===== config.mk =====
export PLATFORM = sky130hd
export DESIGN_NAME = sfp_port
export DESIGN_NICKNAME = d
export VERILOG_FILES = /design/src/sfp_pkg.sv /design/src/sfp_stream_if.sv /design/src/sfp_fifo.sv /design/src/sfp_port.sv
export SDC_FILE = /design/constraint.sdc
export NUM_CORES = 1
export LEC_CHECK = 0
export BUFFER_PORTS_ARGS = -buffer_cell sky130_fd_sc_hd__buf_2
export CORE_UTILIZATION = 55
export CTS_CLUSTER_DIAMETER = 40
export DETAILED_ROUTE_END_ITERATION = 12
export HOLD_SLACK_MARGIN = 0.03
export MAX_ROUTING_LAYER = met4
export PLACE_DENSITY = 0.76
export SYNTH_ARGS = -nofsm -noshare
export SYNTH_HDL_FRONTEND = slang
export SYNTH_HIERARCHICAL = 1
export SYNTH_SLANG_ARGS = --single-unit

===== constraint.sdc =====
create_clock -name CLK -period 3.1 [get_ports CLK]
set_input_delay 0.775 -clock CLK [delete_from_list [all_inputs] [get_ports CLK]]
set_output_delay 0.775 -clock CLK [all_outputs]
set_load 0.02 [all_outputs]

===== src/sfp_pkg.sv =====
// shared constants and types for the framed serial port
// assumes a 100 MHz system clock; sfp_port and the bench import the whole package, sfp_stream_if names sfp_pkg::WORD_W
package sfp_pkg;
  // data word and buffering
  localparam int WORD_W = 16;
  localparam int FIFO_DEPTH = 8;
  localparam logic [3:0] BIT_LAST = 4'hf;
  localparam logic [3:0] BIT_FIRST = 4'h0;
  localparam logic [15:0] WORD_RESET = 16'h0000;

  // timing: system clock and serial clock half period
  localparam int CLK_PERIOD_NS = 10;
  localparam int SCK_HALF_NS = 80;
  // a least time, so round up to whole cycles
  localparam int SCK_HALF_CYCLES = (SCK_HALF_NS + CLK_PERIOD_NS - 1) / CLK_PERIOD_NS;
  localparam logic [3:0] SCK_HALF_LAST = 4'(SCK_HALF_CYCLES - 1);
  localparam logic [3:0] SCK_CNT_RESET = 4'h0;

  // port sequencer states, gray along idle -> sync -> shift
  typedef enum logic [1:0] {
    SFP_IDLE  = 2'b00,
    SFP_SYNC  = 2'b01,
    SFP_SHIFT = 2'b11
  } sfp_state_t;
endpackage


===== src/sfp_stream_if.sv =====
// valid/ready word stream between the port and its transmit fifo
// assumes both ends run on the same clock
`timescale 1ns/1ps
interface sfp_stream_if #(parameter int W = sfp_pkg::WORD_W);
  logic valid; // word offered
  logic ready; // word accepted this cycle when valid
  logic [W-1:0] data; // the word
  modport src (output valid, output data, input ready);
  modport snk (input valid, input data, output ready);
endinterface


===== src/sfp_fifo.sv =====
// first-in first-out word store with valid/ready on both sides
// assumes one clock, synchronous active-low reset
`timescale 1ns/1ps
module sfp_fifo #(
  parameter int WIDTH = 16,
  parameter int DEPTH = 8
) (
  input wire logic clk,
  input wire logic rstn,
  sfp_stream_if.snk wr,
  sfp_stream_if.src rd
);
  localparam int AW = $clog2(DEPTH);

  logic [WIDTH-1:0] mem [DEPTH]; // word storage
  logic [AW-1:0] wp; // write pointer
  logic [AW-1:0] rp; // read pointer
  logic [AW:0] cnt; // words held
  logic push; // word enters
  logic pop; // word leaves

  // pointer step with wrap, works for any depth
  function automatic logic [AW-1:0] step(input logic [AW-1:0] p);
    step = (p == AW'(DEPTH - 1)) ? '0 : p + 1'b1;
  endfunction

  // honest full and empty flags drive the handshakes
  assign wr.ready = (cnt != (AW + 1)'(DEPTH));
  assign rd.valid = (cnt != '0);
  assign rd.data = mem[rp];
  assign push = wr.valid & wr.ready;
  assign pop = rd.valid & rd.ready;

  ////////////////////////////////////////////////////////////////////////////
  // storage write, no reset needed on data
  always_ff @(posedge clk) begin
    if (push) begin
      mem[wp] <= wr.data;
    end
  end

  // pointers and occupancy
  always_ff @(posedge clk) begin
    if (!rstn) begin
      wp <= '0;
      rp <= '0;
      cnt <= '0;
    end else begin
      if (push) begin
        wp <= step(wp);
      end
      if (pop) begin
        rp <= step(rp);
      end
      if (push && !pop) begin
        cnt <= cnt + 1'b1;
      end else if (pop && !push) begin
        cnt <= cnt - 1'b1;
      end
    end
  end
endmodule


===== src/sfp_port.sv =====
// serial peripheral port: master or slave, optional framed mode with sync pulse
// assumes config inputs come from logic on CLK; pin inputs are asynchronous
//
// Summary of operation
// (RQ1) framed mode with select pin is invalid
// (RQ2) framed master keeps serial clock running continuously
// (RQ3) frame sync on select line starts each frame
// (RQ4) sample phase acts only in master operation
// (RQ5) sample phase honoured if set with/after master
// (RQ6) transfer start moves buffer to shifter, empties buffer
// (RQ7) controller preloads buffer before each transfer
// (RQ8) sync lasts one clock, right before data
`timescale 1ns/1ps
module sfp_port
  import sfp_pkg::*;
(
  input wire logic CLK,
  input wire logic RSTN,
  input wire logic MASTER_OPERATION_ENABLE,
  input wire logic FRAMED_MODE_ENABLE,
  input wire logic SLAVE_SELECT_PIN_ENABLE,
  input wire logic INPUT_SAMPLE_PHASE,
  input wire logic [15:0] TX_DATA,
  input wire logic TX_VALID,
  output logic TX_READY,
  output logic TX_BUFFER_EMPTY,
  output logic [15:0] RX_DATA,
  output logic RX_VALID,
  input wire logic RX_READY,
  output logic RX_OVERFLOW,
  input wire logic RX_OVERFLOW_CLEAR,
  output logic CONFIG_INVALID,
  output logic BUSY,
  input wire logic SCK_IN,
  output logic SCK_OUT,
  output logic SCK_OE,
  input wire logic SDI,
  output logic SDO,
  output logic SDO_OE,
  input wire logic SS_IN,
  output logic SS_OUT,
  output logic SS_OE
);
  sfp_stream_if wr_if (); // user side into the fifo
  sfp_stream_if rd_if (); // fifo into the transmit buffer

  logic sck_m, sck_s, sck_d; // serial clock synchroniser and edge history
  logic sdi_m, sdi_s; // data-in synchroniser
  logic ss_m, ss_s; // select/sync synchroniser
  logic smp_prev; // sample phase seen last cycle
  logic smp_eff; // sample phase as actually applied
  logic role_d; // master enable seen last cycle
  logic [3:0] half_cnt; // serial clock half-period counter
  logic sck_reg; // generated serial clock
  logic running; // generated clock is toggling
  logic wrap; // half period elapsed
  logic rise_ev, fall_ev; // serial clock edges of the active role
  logic sample_ev; // moment of capturing input data
  logic last_now; // final bit captured in this cycle
  logic selected; // slave is addressed
  sfp_state_t state, next_state; // sequencer
  logic do_load, do_finish, sync_on, sync_off; // sequencer actions
  logic [15:0] tx_buf; // transmit buffer, one word
  logic tx_full; // transmit buffer holds a word
  logic [15:0] tx_sh; // transmit shifter, msb first
  logic [15:0] rx_sh; // receive shifter
  logic [3:0] bit_cnt; // bits captured in this word
  logic word_end; // all bits in, waiting for closing edge
  logic ss_out; // frame sync drive
  logic [15:0] rx_word; // completed receive word

  ////////////////////////////////////////////////////////////////////////////
  // transmit fifo; its ready is the user's back-pressure
  assign wr_if.valid = TX_VALID;
  assign wr_if.data = TX_DATA;
  assign TX_READY = wr_if.ready;
  assign rd_if.ready = !tx_full;

  sfp_fifo #(.WIDTH(WORD_W), .DEPTH(FIFO_DEPTH)) u_fifo (
    .clk(CLK),
    .rstn(RSTN),
    .wr(wr_if),
    .rd(rd_if)
  );

  ////////////////////////////////////////////////////////////////////////////
  // pin synchronisers; only the second stage and later are read
  always_ff @(posedge CLK) begin
    if (!RSTN) begin
      sck_m <= 1'b0;
      sck_s <= 1'b0;
      sck_d <= 1'b0;
      sdi_m <= 1'b0;
      sdi_s <= 1'b0;
      ss_m <= 1'b1;
      ss_s <= 1'b1;
    end else begin
      sck_m <= SCK_IN;
      sck_s <= sck_m;
      sck_d <= sck_s;
      sdi_m <= SDI;
      sdi_s <= sdi_m;
      ss_m <= SS_IN;
      ss_s <= ss_m;
    end
  end

  // sample phase arms only on a rise while master is on, so a bit left
  // set from before master enable is ignored until rewritten
  always_ff @(posedge CLK) begin
    if (!RSTN) begin
      smp_prev <= 1'b0;
      smp_eff <= 1'b0;
      role_d <= 1'b0;
    end else begin
      smp_prev <= INPUT_SAMPLE_PHASE;
      role_d <= MASTER_OPERATION_ENABLE;
      if (!MASTER_OPERATION_ENABLE || !INPUT_SAMPLE_PHASE) begin
        smp_eff <= 1'b0; // [RQ4]
      end else if (!smp_prev) begin
        smp_eff <= 1'b1; // [RQ5]
      end
    end
  end

  ////////////////////////////////////////////////////////////////////////////
  // serial clock generator; free running whenever framed master is on
  assign running = MASTER_OPERATION_ENABLE &&
                   (FRAMED_MODE_ENABLE || state != SFP_IDLE); // [RQ2]
  assign wrap = running && (half_cnt == SCK_HALF_LAST);

  always_ff @(posedge CLK) begin
    if (!RSTN || !running) begin
      half_cnt <= SCK_CNT_RESET;
      sck_reg <= 1'b0;
    end else if (wrap) begin
      half_cnt <= SCK_CNT_RESET;
      sck_reg <= !sck_reg;
    end else begin
      half_cnt <= half_cnt + 1'b1;
    end
  end

  // edges come from our own clock as master, from the pin as slave
  assign rise_ev = MASTER_OPERATION_ENABLE ? (wrap && !sck_reg) : (sck_s && !sck_d);
  assign fall_ev = MASTER_OPERATION_ENABLE ? (wrap && sck_reg) : (!sck_s && sck_d);
  assign sample_ev = smp_eff ? fall_ev : rise_ev; // [RQ4]
  assign last_now = sample_ev && (state == SFP_SHIFT) && (bit_cnt == BIT_LAST);
  // select pin is active low; without it a non-framed slave is always on
  assign selected = SLAVE_SELECT_PIN_ENABLE ? !ss_s : 1'b1;

  ////////////////////////////////////////////////////////////////////////////
  // sequencer decisions
  always_comb begin
    next_state = state;
    do_load = 1'b0;
    do_finish = 1'b0;
    sync_on = 1'b0;
    sync_off = 1'b0;
    case (state)
      SFP_IDLE: begin
        if (MASTER_OPERATION_ENABLE) begin
          // master waits for a buffered word
          if (tx_full && FRAMED_MODE_ENABLE && fall_ev) begin
            next_state = SFP_SYNC;
            sync_on = 1'b1; // [RQ3]
          end else if (tx_full && !FRAMED_MODE_ENABLE) begin
            next_state = SFP_SHIFT;
            do_load = 1'b1; // [RQ6]
          end
        end else if (FRAMED_MODE_ENABLE) begin
          // slave: sync seen high at a rise opens the frame
          if (rise_ev && ss_s) begin
            next_state = SFP_SYNC; // [RQ3]
          end
        end else if (selected) begin
          next_state = SFP_SHIFT;
          do_load = 1'b1; // [RQ6]
        end
      end
      SFP_SYNC: begin
        // sync spans one full clock, data starts at its closing fall
        if (fall_ev) begin
          next_state = SFP_SHIFT;
          do_load = 1'b1; // [RQ6]
          sync_off = 1'b1; // [RQ8]
        end
      end
      SFP_SHIFT: begin
        if (!MASTER_OPERATION_ENABLE && !FRAMED_MODE_ENABLE && !selected) begin
          next_state = SFP_IDLE; // deselect aborts the word
        end else if (fall_ev && (word_end || last_now)) begin
          do_finish = 1'b1;
          if (MASTER_OPERATION_ENABLE) begin
            if (FRAMED_MODE_ENABLE && tx_full) begin
              next_state = SFP_SYNC;
              sync_on = 1'b1; // [RQ3]
            end else begin
              next_state = SFP_IDLE;
            end
          end else if (FRAMED_MODE_ENABLE) begin
            next_state = SFP_IDLE;
          end else begin
            do_load = 1'b1; // [RQ6]
          end
        end
      end
      default: begin
        next_state = SFP_IDLE;
      end
    endcase
    // a role change mid-word drops the word
    if (MASTER_OPERATION_ENABLE != role_d) begin
      next_state = SFP_IDLE;
      do_load = 1'b0;
      do_finish = 1'b0;
      sync_on = 1'b0;
    end
  end

  assign rx_word = last_now ? {rx_sh[14:0], sdi_s} : rx_sh;

  ////////////////////////////////////////////////////////////////////////////
  // state, buffer and shifters
  always_ff @(posedge CLK) begin
    if (!RSTN) begin
      state <= SFP_IDLE;
      tx_buf <= WORD_RESET;
      tx_full <= 1'b0;
      tx_sh <= WORD_RESET;
      rx_sh <= WORD_RESET;
      bit_cnt <= BIT_FIRST;
      word_end <= 1'b0;
      ss_out <= 1'b0;
    end else begin
      state <= next_state;
      if (do_load) begin
        // an empty buffer sends zeros rather than stalling the clock
        tx_sh <= tx_full ? tx_buf : WORD_RESET; // [RQ6]
        tx_full <= 1'b0; // [RQ6]
      end else if (rd_if.valid && !tx_full) begin
        tx_buf <= rd_if.data;
        tx_full <= 1'b1;
      end
      if (!do_load && fall_ev && state == SFP_SHIFT) begin
        tx_sh <= {tx_sh[14:0], 1'b0};
      end
      if (do_load || next_state == SFP_IDLE) begin
        bit_cnt <= BIT_FIRST;
        word_end <= 1'b0;
      end else if (sample_ev && state == SFP_SHIFT) begin
        rx_sh <= {rx_sh[14:0], sdi_s};
        bit_cnt <= bit_cnt + 1'b1;
        word_end <= last_now && !do_finish;
      end else if (do_finish) begin
        word_end <= 1'b0;
      end
      if (sync_on) begin
        ss_out <= 1'b1; // [RQ8]
      end else if (sync_off || next_state == SFP_IDLE) begin
        ss_out <= 1'b0;
      end
    end
  end

  ////////////////////////////////////////////////////////////////////////////
  // receive word output and overrun flag; a new overrun beats a clear
  always_ff @(posedge CLK) begin
    if (!RSTN) begin
      RX_DATA <= WORD_RESET;
      RX_VALID <= 1'b0;
      RX_OVERFLOW <= 1'b0;
    end else begin
      if (do_finish) begin
        RX_DATA <= rx_word;
        RX_VALID <= 1'b1;
      end else if (RX_READY) begin
        RX_VALID <= 1'b0;
      end
      if (do_finish && RX_VALID && !RX_READY) begin
        RX_OVERFLOW <= 1'b1;
      end else if (RX_OVERFLOW_CLEAR) begin
        RX_OVERFLOW <= 1'b0;
      end
    end
  end

  // configuration check: framing and select pin together are not supported
  always_ff @(posedge CLK) begin
    if (!RSTN) begin
      CONFIG_INVALID <= 1'b0;
    end else begin
      CONFIG_INVALID <= FRAMED_MODE_ENABLE && SLAVE_SELECT_PIN_ENABLE; // [RQ1]
    end
  end

  ////////////////////////////////////////////////////////////////////////////
  // pin drive; enables high while driving
  assign SCK_OUT = sck_reg;
  assign SCK_OE = MASTER_OPERATION_ENABLE;
  assign SDO = tx_sh[15];
  assign SDO_OE = MASTER_OPERATION_ENABLE || FRAMED_MODE_ENABLE || selected;
  assign SS_OUT = ss_out;
  assign SS_OE = MASTER_OPERATION_ENABLE && FRAMED_MODE_ENABLE; // [RQ3]
  assign TX_BUFFER_EMPTY = !tx_full; // [RQ7]
  assign BUSY = (state != SFP_IDLE);
endmodule


After elaboration in Yosys (flattened, before gate mapping)
Memory sizes are Yosys's and may differ from the RTL's. A register that Yosys moved wholly into a read port is not among the register bits.
Index checks and enable logic that the tools add are counted.
W data, S select, Z words.

operators by class
  $add $sub $neg = 6
  equality and inequality tests = 8
  muxes and demuxes = 61
  bitwise logic cells = 5
  reductions and logical operators = 67

operators with widths
  operator               number
  $mux W16               4
  $mux W1                38
  $logic_and A1 B1 Y1    25
  $mux W2                12
  $logic_not A1 Y1       17
  $reduce_bool A2 Y1     7
  $add A4 B1 Y4 const B  3
  $reduce_or A2 Y1       5
  $logic_or A1 B1 Y1     8
  $mux W4                2
  $add A3 B1 Y3 const B  2
  $eq A3 B3 Y1 const B   2
  $mux W3                2
  $pmux W2 S3            1
  $eq A4 B3 Y1 const B   1
  $eq A4 B4 Y1 const B   1
  $logic_not A2 Y1       2
  $ne A4 B4 Y1 const B   1
  $reduce_and A2 Y1      2
  $reduce_bool A4 Y1     1
  $sub A4 B1 Y4 const B  1
  $not A1 Y1             3
  $pmux W1 S3            1
  $and A1 B1 Y1          2
  other kinds (4)        4

storage, ports and cells
  flip-flop bits (word level) = 85
  memory bits (writable) = 128
  output and inout port bits = 28
  logic and storage cells = 175
  memories kept = 1

memory list
  memory      words  width  rd ports  clocked after memory_dff  write ports  line            text
  u_fifo.mem  8      16     1         1                         1            sfp_fifo.sv:15  logic [WIDTH-1:0] mem [DEPTH];

Depth between registers and ports, before layout
Gate-level depths: netlist (run 1).

  depth after elaboration = 19
  depth in mapped cells = 10
  gate-level depth less buffers = 10

By module
The synthesis (run 1) kept the hierarchy.

by module, submodules not included
  module    times used  cells each  area each (um2)  sequential area each (um2)
  sfp_fifo  1           260         5594.1           4103.9
  sfp_port  1           460         4149.0           1821.7

Least setup slack after synthesis (run 1)
Ideal clock, no wire load.

  path type = input to register
  start point = input port MASTER_OPERATION_ENABLE
  end point = register rx_sh[10]
  library setup time = 0.072 ns
  data arrival time = 2.913 ns
  slack = 0.115 ns
  stages = 8
  path through = buf_6 > or3b_1 > o311a_1 > a211o_4 > or3_4 > a211oi_4 > buf_8 > mux2i_1

on the way
  cells in the longest elaborated chain, start to end = 17
  elaborated cells between the ends (all ways) = 39

RTL lines
  item                                           line                              text
  start, declared                                sfp_port.sv:19                    input wire logic MASTER_OPERATION_ENABLE,
  $logic_and A1 B1 Y1                            sfp_port.sv:128                   assign running = MASTER_OPERATION_ENABLE &&
  $logic_and A1 B1 Y1                            sfp_port.sv:130                   assign wrap = running && (half_cnt == SCK_HALF_LAST);
  $logic_and A1 B1 Y1, on equally long branches  sfp_port.sv:145, sfp_port.sv:146
  $mux W1, on equally long branches              sfp_port.sv:145, sfp_port.sv:146
  $mux W1                                        sfp_port.sv:147                   assign sample_ev = smp_eff ? fall_ev : rise_ev;
  $logic_and A1 B1 Y1                            sfp_port.sv:148, sfp_port.sv:251
  $logic_and A1 B1 Y1                            sfp_port.sv:148                   assign last_now = sample_ev && (state == SFP_SHIFT) && (bit_cnt == BIT_LAST);
  $logic_or A1 B1 Y1                             sfp_port.sv:192                   end else if (fall_ev && (word_end || last_now)) begin
  $logic_and A1 B1 Y1                            sfp_port.sv:192
  $mux W2                                        sfp_port.sv:192
  $mux W2                                        sfp_port.sv:190                   if (!MASTER_OPERATION_ENABLE && !FRAMED_MODE_ENABLE && !selected) begin
  $pmux W2 S3                                    sfp_port.sv:160                   case (state)
  $mux W2                                        sfp_port.sv:213                   if (MASTER_OPERATION_ENABLE != role_d) begin
  $logic_not A2 Y1                               sfp_port.sv:248                   if (do_load || next_state == SFP_IDLE) begin
  $logic_or A1 B1 Y1                             sfp_port.sv:248
  $not A1 Y1 (no line)                           --
  $reduce_and A2 Y1 (no line) (*)                --
  end signal, assigned                           sfp_port.sv:252                   rx_sh <= {rx_sh[14:0], sdi_s};
  end, declared                                  sfp_port.sv:66                    logic [15:0] rx_sh;

Mark *: on every way between the ends. The rest lies on a longest branch, timed or not.
A chain may end at the register's enable or synchronous reset.

Worst setup path in the final report (run 1)
  start point = register state[1]
  end point = register rx_sh[9]

on the way
  cells in the longest elaborated chain, start to end = 19
  elaborated cells between the ends (all ways) = 42

RTL lines
  item                                           line                              text
  start, declared                                sfp_port.sv:61                    sfp_state_t state, next_state;
  start signal, assigned                         sfp_port.sv:236                   state <= next_state;
  $reduce_bool A2 Y1                             sfp_port.sv:129                   (FRAMED_MODE_ENABLE || state != SFP_IDLE);
  $logic_or A1 B1 Y1                             sfp_port.sv:129
  $logic_and A1 B1 Y1                            sfp_port.sv:128
  $logic_and A1 B1 Y1                            sfp_port.sv:130
  $logic_and A1 B1 Y1, on equally long branches  sfp_port.sv:145, sfp_port.sv:146
  $mux W1, on equally long branches              sfp_port.sv:145, sfp_port.sv:146
  $mux W1                                        sfp_port.sv:147
  $logic_and A1 B1 Y1                            sfp_port.sv:148, sfp_port.sv:251
  [... 3 more ...]                               --
  $mux W2                                        sfp_port.sv:192
  $mux W2                                        sfp_port.sv:190
  $pmux W2 S3                                    sfp_port.sv:160
  $mux W2                                        sfp_port.sv:213
  $logic_not A2 Y1                               sfp_port.sv:248
  $logic_or A1 B1 Y1                             sfp_port.sv:248
  $not A1 Y1 (no line)                           --
  $reduce_and A2 Y1 (no line) (*)                --

Marked as above.

==> flow_metrics.env, run 1 <==
export IMPL_wl_per_cell_um=18.25
export IMPL_synth_top_cell_area_share=0.3945
export IMPL_synth_cell_types=70
export IMPL_die_x_um=135.1
export IMPL_endpoint="rx_sh[9]"
export IMPL_grt_usage=0.2224
export IMPL_synth_nets=762
export IMPL_num_rows=48
export IMPL_portBuffers=55
export IMPL_grt_pass1_vias=6013
export IMPL_post_cts_buffers=0
export IMPL_hold_path_class="reg -> reg"
export IMPL_worstSetupStartpointType="flop"
export IMPL_fin_crit_sh=0.9170
export IMPL_timing_rr_end="rx_sh[9]"
export IMPL_post_route_drc_count=0
export IMPL_syn2layout_area_growth_pct=16.69
export IMPL_drt_total_wl_um=18920
export IMPL_synth_area_per_cell_um2=13.53
export IMPL_fillCellCount=1181
export IMPL_power_internal_w=0.006358
export IMPL_cp_required_ns=3.56
export IMPL_rsz0062_at_grt="false"
export IMPL_switching_share=0.2613
export IMPL_cts_inserted_buffers=31
export IMPL_reg2reg_from="state[1]"
export IMPL_synth_seq_cells=232
export IMPL_worstSetupPathType="reg -> reg"
export IMPL_clock_skew_ns=0.01141
export IMPL_maxSlewViolCount=0
export IMPL_power_density_nw_per_um2=757.0
export IMPL_die_h_um=135.1
export IMPL_max_freq_ghz=0.3518
export IMPL_gp_congestion=0.9608
export IMPL_synth_edff_count=128
export IMPL_drive_gt1_frac=0.2072
export IMPL_routed_via_density=5.761
export IMPL_p_seq_frac=0.416
export IMPL_htree_levels=1
export IMPL_post_place_ws_ns=0.1096
export IMPL_netlist_instances=720
export IMPL_cts_buffer_depth=3
export IMPL_synthTopCellsByArea="edfxtp_1 39%, dfxtp_1 21%, mux4_1 7.6%, mux2i_1 3.6%, nand2_1 3.4%"
export IMPL_power_frac_comb=0.173
export IMPL_worstMarginPinSlew_ns=0.9504
export IMPL_vias=5974
export IMPL_cts_sinks=232
export IMPL_cts_tree="yes"
export IMPL_fin_ws_ns=0.2574
export IMPL_grt_pass1_wl_um=30610
export IMPL_clkTransAtPathRegs_ns=0.05
export IMPL_max_slew_margin=0.3640
export IMPL_drt_initial_drc_count=413
export IMPL_grt_ovfl_total=0
export IMPL_tns_ns=0
export IMPL_startpoint="state[1]"
export IMPL_yosysSeqAreaShare=0.6082
export IMPL_worst_r2r_cell_count=9
export IMPL_cap_violations=0
export IMPL_min_period_ns=2.843
export IMPL_postSynth_asyncResetShare=0
export IMPL_dp_hpwl_um=11560
export IMPL_grt_max_degree=50
export IMPL_io_pins=56
export IMPL_yosys_warnings=6
export IMPL_firstDrtPassIters=5
export IMPL_core_area_um2=17300
export IMPL_whs_path_depth=1
export IMPL_irDropWorstVdd_v=0.0006435
export IMPL_path_max_fanout=16
export IMPL_critPathCaptureType="flop"
export IMPL_power_leakage_nw=4.253
export IMPL_worstSkewPairLatency_ns=0.54
export IMPL_status="finished clean"
export IMPL_finalHoldViolCount=0
export IMPL_yosysTopAreaCell="edfxtp_1"
export IMPL_cp_arrival_ns=3.30
export IMPL_rrSetupSlack_ns=0.26
export IMPL_post_cts_resized=0
export IMPL_nets=829
export IMPL_hold_buffers=0
export IMPL_clock_power_share=0.411
export IMPL_fp_dieArea_um2=18250
export IMPL_cts_root_buffer="clkbuf_16"
export IMPL_antenna_left=0
export IMPL_p_switching_w=0.002248
export IMPL_setup_viol=0
export IMPL_antenna_found_initial=1
export IMPL_synth_ff_type="edfxtp_1"
export IMPL_syn_area_um2=9743
export IMPL_initial_core_util=0.5633
final cells by class:
type | instances | area [µm²] | area share
diodes | 1 | 2.502 | 0.0002201
clock buffers | 35 | 790.8 | 0.06955
clock inverters | 22 | 261.5 | 0.02300
inverters | 12 | 45.04 | 0.003962
multi-input cells | 434 | 3605 | 0.3170
flip-flops and latches | 232 | 5926 | 0.5212
well taps | 225 | 281.5 | 0.02476
repair buffers | 76 | 457.9 | 0.04028
routing by layer:
metal,GRT usage,part of all wire
met1,0.2672,0.43
met2,0.3818,0.51
met3,0.03829,0.040
met4,0.06929,0.023
met5,-,0
state kept, by name, summed over array words and instances (netlist names), 2 cells and up, named ones only:
name and cells:
u_fifo/cnt 4, u_fifo/wp 3, u_fifo/rp 3, state 2
u_fifo/mem 128, half_cnt 4, rx_sh 16, tx_sh 16
RX_DATA 16, tx_buf 16, bit_cnt 4
worst max-delay path, cell delays in order (launching register included):
cell      delay [ns]
dfxtp_1         0.39
inv_1           0.15
ha_1            0.26
nor2b_1         0.17
o311a_1         0.40
a211o_4         0.37
or3_4           0.35
a211oi_4        0.26
buf_12          0.20
mux2i_1         0.21
synth_stat cells (7+ instances only):
cell and n:
o21ai_0 21, mux2_2 16, nand2_1 87, a21boi_0 23, clkbuf_1 24, nor2_1 20
o211a_1 17, and3_1 19, nand2b_1 7, mux2i_1 35, edfxtp_1 128, dfxtp_1 104
inv_1 11, mux4_1 28, ha_1 13, nand3_1 26, and2_1 9, a21oi_1 22
buf_1 7, o21a_1 17
power groups by stage:
| stage | Combinational [W] | Clock, W | Sequential (W) |
|---|---|---|---|
| floorplan | 0.00115 | 0 | 0.00361 |
| global placement | 0.00140 | 0 | 0.00362 |
| detailed placement | 0.00147 | 0 | 0.00364 |
| CTS | 0.00149 | 0.00360 | 0.00357 |
| global route | 0.00162 | 0.00374 | 0.00360 |
| finish | 0.00149 | 0.00354 | 0.00358 |
cells by family (layout without fill, tap and decap cells):
| logic type | Yosys count | in the layout | synth area share |
|---|---|---|---|
| multiplexers | 83 | 83 | 0.1392 |
| XOR/XNOR | 8 | 8 | 0.007191 |
| AND/OR/NAND/NOR | 206 | 206 | 0.1062 |
| other | 0 | 1 | 0 |
| AO/OA/AOI/OAI | 123 | 123 | 0.09375 |
| flip-flops | 232 | 232 | 0.6082 |
| buffers and inverters | 54 | 145 | 0.02671 |
| adder cells (fa/ha/maj) | 14 | 14 | 0.01875 |
metrics by stage:
stage          power, W  hold WS [ns]  cells  instance area [µm²]  utilization
3_5_place_dp   0.005106        0.3977    979                10310       0.5964
2_1_floorplan  0.004760        0.3863    720                 9743            -
3_3_place_gp   0.005014        0.4025    979                10310       0.5964
6_report       0.008606        0.4175   1037                11370       0.6573
5_1_grt        0.008958        0.4400   1037                11370       0.6573
4_1_cts        0.008668        0.4206   1036                11370       0.6572
how the worst min path moves through the flow:
stage                     start  endpoint  slack, ns
after floorplan            ss_m      ss_s       0.39
after global placement     ss_m      ss_s       0.40
after detailed placement   ss_m      ss_s       0.40
after CTS                 SS_IN      ss_m       0.42
after global routing       ss_m      ss_s       0.44
final                      ss_m      ss_s       0.42
cell usage in the layout (no fill, tap or decap), types with 5 or more instances in the layout:
cell,netlist,final
and2_1,9,9
nand2b_1,7,7
and3_1,19,19
a21oi_1,22,22
nor2b_1,5,5
nor2_1,20,20
mux4_1,28,28
inv_6,0,7
o21ai_0,21,21
a21boi_0,23,23
clkbuf_16,0,31
mux2_2,16,16
nand2_1,87,87
mux2i_1,35,35
buf_2,3,55
o211a_1,17,17
buf_4,1,19
edfxtp_1,128,128
inv_1,11,11
dfxtp_1,104,104
ha_1,13,13
o21a_1,17,17
nand3_1,26,26
(Power assumes the default switching activity.)
==> run 2: changes to the inputs <==
--- a/config.mk
+++ b/config.mk
@@ -11,7 +11,7 @@
 export DETAILED_ROUTE_END_ITERATION = 12
 export HOLD_SLACK_MARGIN = 0.03
 export MAX_ROUTING_LAYER = met4
-export PLACE_DENSITY = 0.76
+export PLACE_DENSITY = 0.73
 export SYNTH_ARGS = -nofsm -noshare
 export SYNTH_HDL_FRONTEND = slang
 export SYNTH_HIERARCHICAL = 1
==> constraint.sdc (replaced) <==
create_clock -name CLK -period 2.9 [get_ports CLK]
set_input_delay 0.725 -clock CLK [delete_from_list [all_inputs] [get_ports CLK]]
set_output_delay 0.725 -clock CLK [all_outputs]
set_load 0.02 [all_outputs]
==> run 2 against run 1 <==
  * First-iteration DRC count shrank 13%
  * Sequential share of layout area decreased by 0.30 points
  * Global-route usage grew 1.0 points
  * Worst setup slack got worse by 0.074 ns
  * Critical path type unchanged
  * Wire length grew 3.8%
  * Largest power group unchanged
  * Die area is the same
  * Hold slack about the same
  * Maximum frequency rose by 4.6%
  * Via count is 0.67% higher
  * Critical path depth unchanged
  * Critical endpoint is now rx_sh[10]
==> flow_metrics.env, run 2 (synthesis results as in run 1) <==
export IMPL_wl_per_cell_um=18.86
export IMPL_worstSetupStartpointType="flop"
export IMPL_post_cts_resized=0
export IMPL_grt_pass1_vias=6233
export IMPL_path_buf_inv=2
export IMPL_use_met1=0.2729
export IMPL_fillCellCount=1206
export IMPL_met2_usage=0.4123
export IMPL_critical_path_top_delay_family="compound AO/OA/AOI/OAI gates"
export IMPL_max_slew_margin=0.3721
export IMPL_worstSetupPathType="reg -> reg"
export IMPL_worstSkewPairLatency_ns=0.53
export IMPL_fp_dieArea_um2=18250
export IMPL_grt_max_degree=53
export IMPL_firstDrtPassIters=5
export IMPL_setup_viol=0
export IMPL_startpoint="state[0]"
export IMPL_crit_cells=9
export IMPL_rsz0062_at_grt="false"
export IMPL_cts_sinks=232
export IMPL_irDropWorstVdd_v=0.0006692
export IMPL_min_period_ns=2.716
export IMPL_cp_arrival_ns=3.14
export IMPL_post_cts_buffers=0
export IMPL_grt_usage=0.2326
export IMPL_die_h_um=135.1
export IMPL_hold_path_class="in -> reg"
export IMPL_multi_input_area_um2=3605
export IMPL_grt_ovfl_total=0
export IMPL_regArea_um2=5926
export IMPL_gp_congestion=0.8307
export IMPL_power_leakage_nw=4.278
export IMPL_die_x_um=135.1
export IMPL_mostFrequentLayoutCells="128 x edfxtp_1, 104 x dfxtp_1, 87 x nand2_1"
export IMPL_core_area_um2=17300
export IMPL_grt_busiest_layer="met2"
export IMPL_clock_skew_ns=0.01512
export IMPL_path_max_fanout=16
export IMPL_drive_gt1_frac=0.2083
export IMPL_use_met3=0.03378
export IMPL_antenna_left=0
export IMPL_drt_total_wl_um=19640
export IMPL_max_freq_ghz=0.3681
export IMPL_dp_hpwl_um=11940
export IMPL_io_pins=56
export IMPL_portBuffers=55
export IMPL_cp_cell_sequence="inv_1 -> ha_1 -> nor2b_1 -> o311a_1 -> a211o_4 -> or3_4 -> a211oi_4 -> buf_12 -> mux2i_1"
export IMPL_num_rows=48
export IMPL_cts_inserted_buffers=30
export IMPL_cp_required_ns=3.32
export IMPL_grt_pass1_wl_um=31910
export IMPL_initial_core_util=0.5633
export IMPL_vias=6014
export IMPL_critical_path_max_stage_delay_ns=0.38
export IMPL_drt_initial_drc_count=360
export IMPL_clkTransAtPathRegs_ns=0.06
export IMPL_critPathCaptureType="flop"
export IMPL_diodes=0
export IMPL_status="finished clean"
export IMPL_cap_violations=0
export IMPL_post_route_drc_count=0
export IMPL_nets=835
export IMPL_hp_start="SS_IN"
export IMPL_worstMarginPinSlew_ns=0.9383
export IMPL_tns_ns=0
export IMPL_reg2reg_from="state[0]"
export IMPL_routed_via_density=5.777
export IMPL_power_density_nw_per_um2=806.1
export IMPL_maxSlewViolCount=0
export IMPL_hold_buffers=0
export IMPL_largest_reg_flops=128
export IMPL_worst_r2r_cell_count=9
export IMPL_htree_levels=1
export IMPL_cts_buffer_depth=3
export IMPL_cts_root_buffer="clkbuf_16"
export IMPL_utilization=0.6612
export IMPL_whs_path_depth=2
export IMPL_cts_tree="yes"
export IMPL_fin_crit_sh=0.9367
export IMPL_antenna_found_initial=0
export IMPL_finalHoldViolCount=0
export IMPL_syn2layout_area_growth_pct=17.38
export IMPL_cp_slowest_cell="o311a_1"
export IMPL_largest_register="u_fifo/mem"
export IMPL_layout_commonest_cell="edfxtp_1"
## run 2: cell types whose count changed in the layout (fill, tap and decap cells not counted), sizes merged
cell and change:
clkinv +3, diode -1, inv -6, bufinv +1, clkinvlp +1, clkbuf -1
buf +7
## run 2: final timing paths
check                   end  slack (ns)
hold / removal         ss_m        0.42
setup reg to reg  rx_sh[10]        0.18
hold reg to reg        ss_s        0.44
setup / recovery  rx_sh[10]        0.18
## run 2: worst reg2reg max path, delay by kind of cell, from the launching register on
kind | cells | cell delay [ns]
simple gates | 2 | 0.52
flops | 1 | 0.32
fa+ha+maj | 1 | 0.27
mux | 1 | 0.26
buf+inv | 2 | 0.30
compound gates | 3 | 0.95
## run 2: layer usage
layer | wire length [µm] | share of wire | vias up
met1 | 8220 | 0.42 | 2998
met3 | 751 | 0.038 | 19
li1 | - | - | 2874
met5 | 0 | 0 | -
met2 | 10410 | 0.53 | 123
met4 | 258 | 0.013 | 0
## run 2: area by class of cell
cell class / count / share of cell area
flip-flops and latches: 232 / 0.5182
multi-input cells: 434 / 0.3152
clock buffers: 34 / 0.06882
repair buffers: 83 / 0.04573
well taps: 225 / 0.02462
clock inverters: 21 / 0.02352
inverters: 12 / 0.003939
## run 2: report_power, final
| group | switching [W] | leakage (nW) | total, W | internal [W] |
|---|---|---|---|---|
| combinational | 0.000850 | 1.77 | 0.00160 | 0.000749 |
| clock | 0.00138 | 0.499 | 0.00379 | 0.00241 |
| sequential | 0.000123 | 2.01 | 0.00383 | 0.00371 |
## run 2: through the flow
step	hold WS (ns)	total power, W	setup slack [ns]	std cells	cell area [µm²]
final	0.4175	0.009218	0.1837	1041	11440
after global routing	0.4066	0.009599	0.001286	1041	11440
after CTS	0.3877	0.009306	0.1588	1041	11440
after detailed placement	0.4169	0.005467	0.01094	986	10380
after global placement	0.3994	0.005398	0.09807	986	10380
after floorplan	0.3863	0.005088	0.01737	720	9743
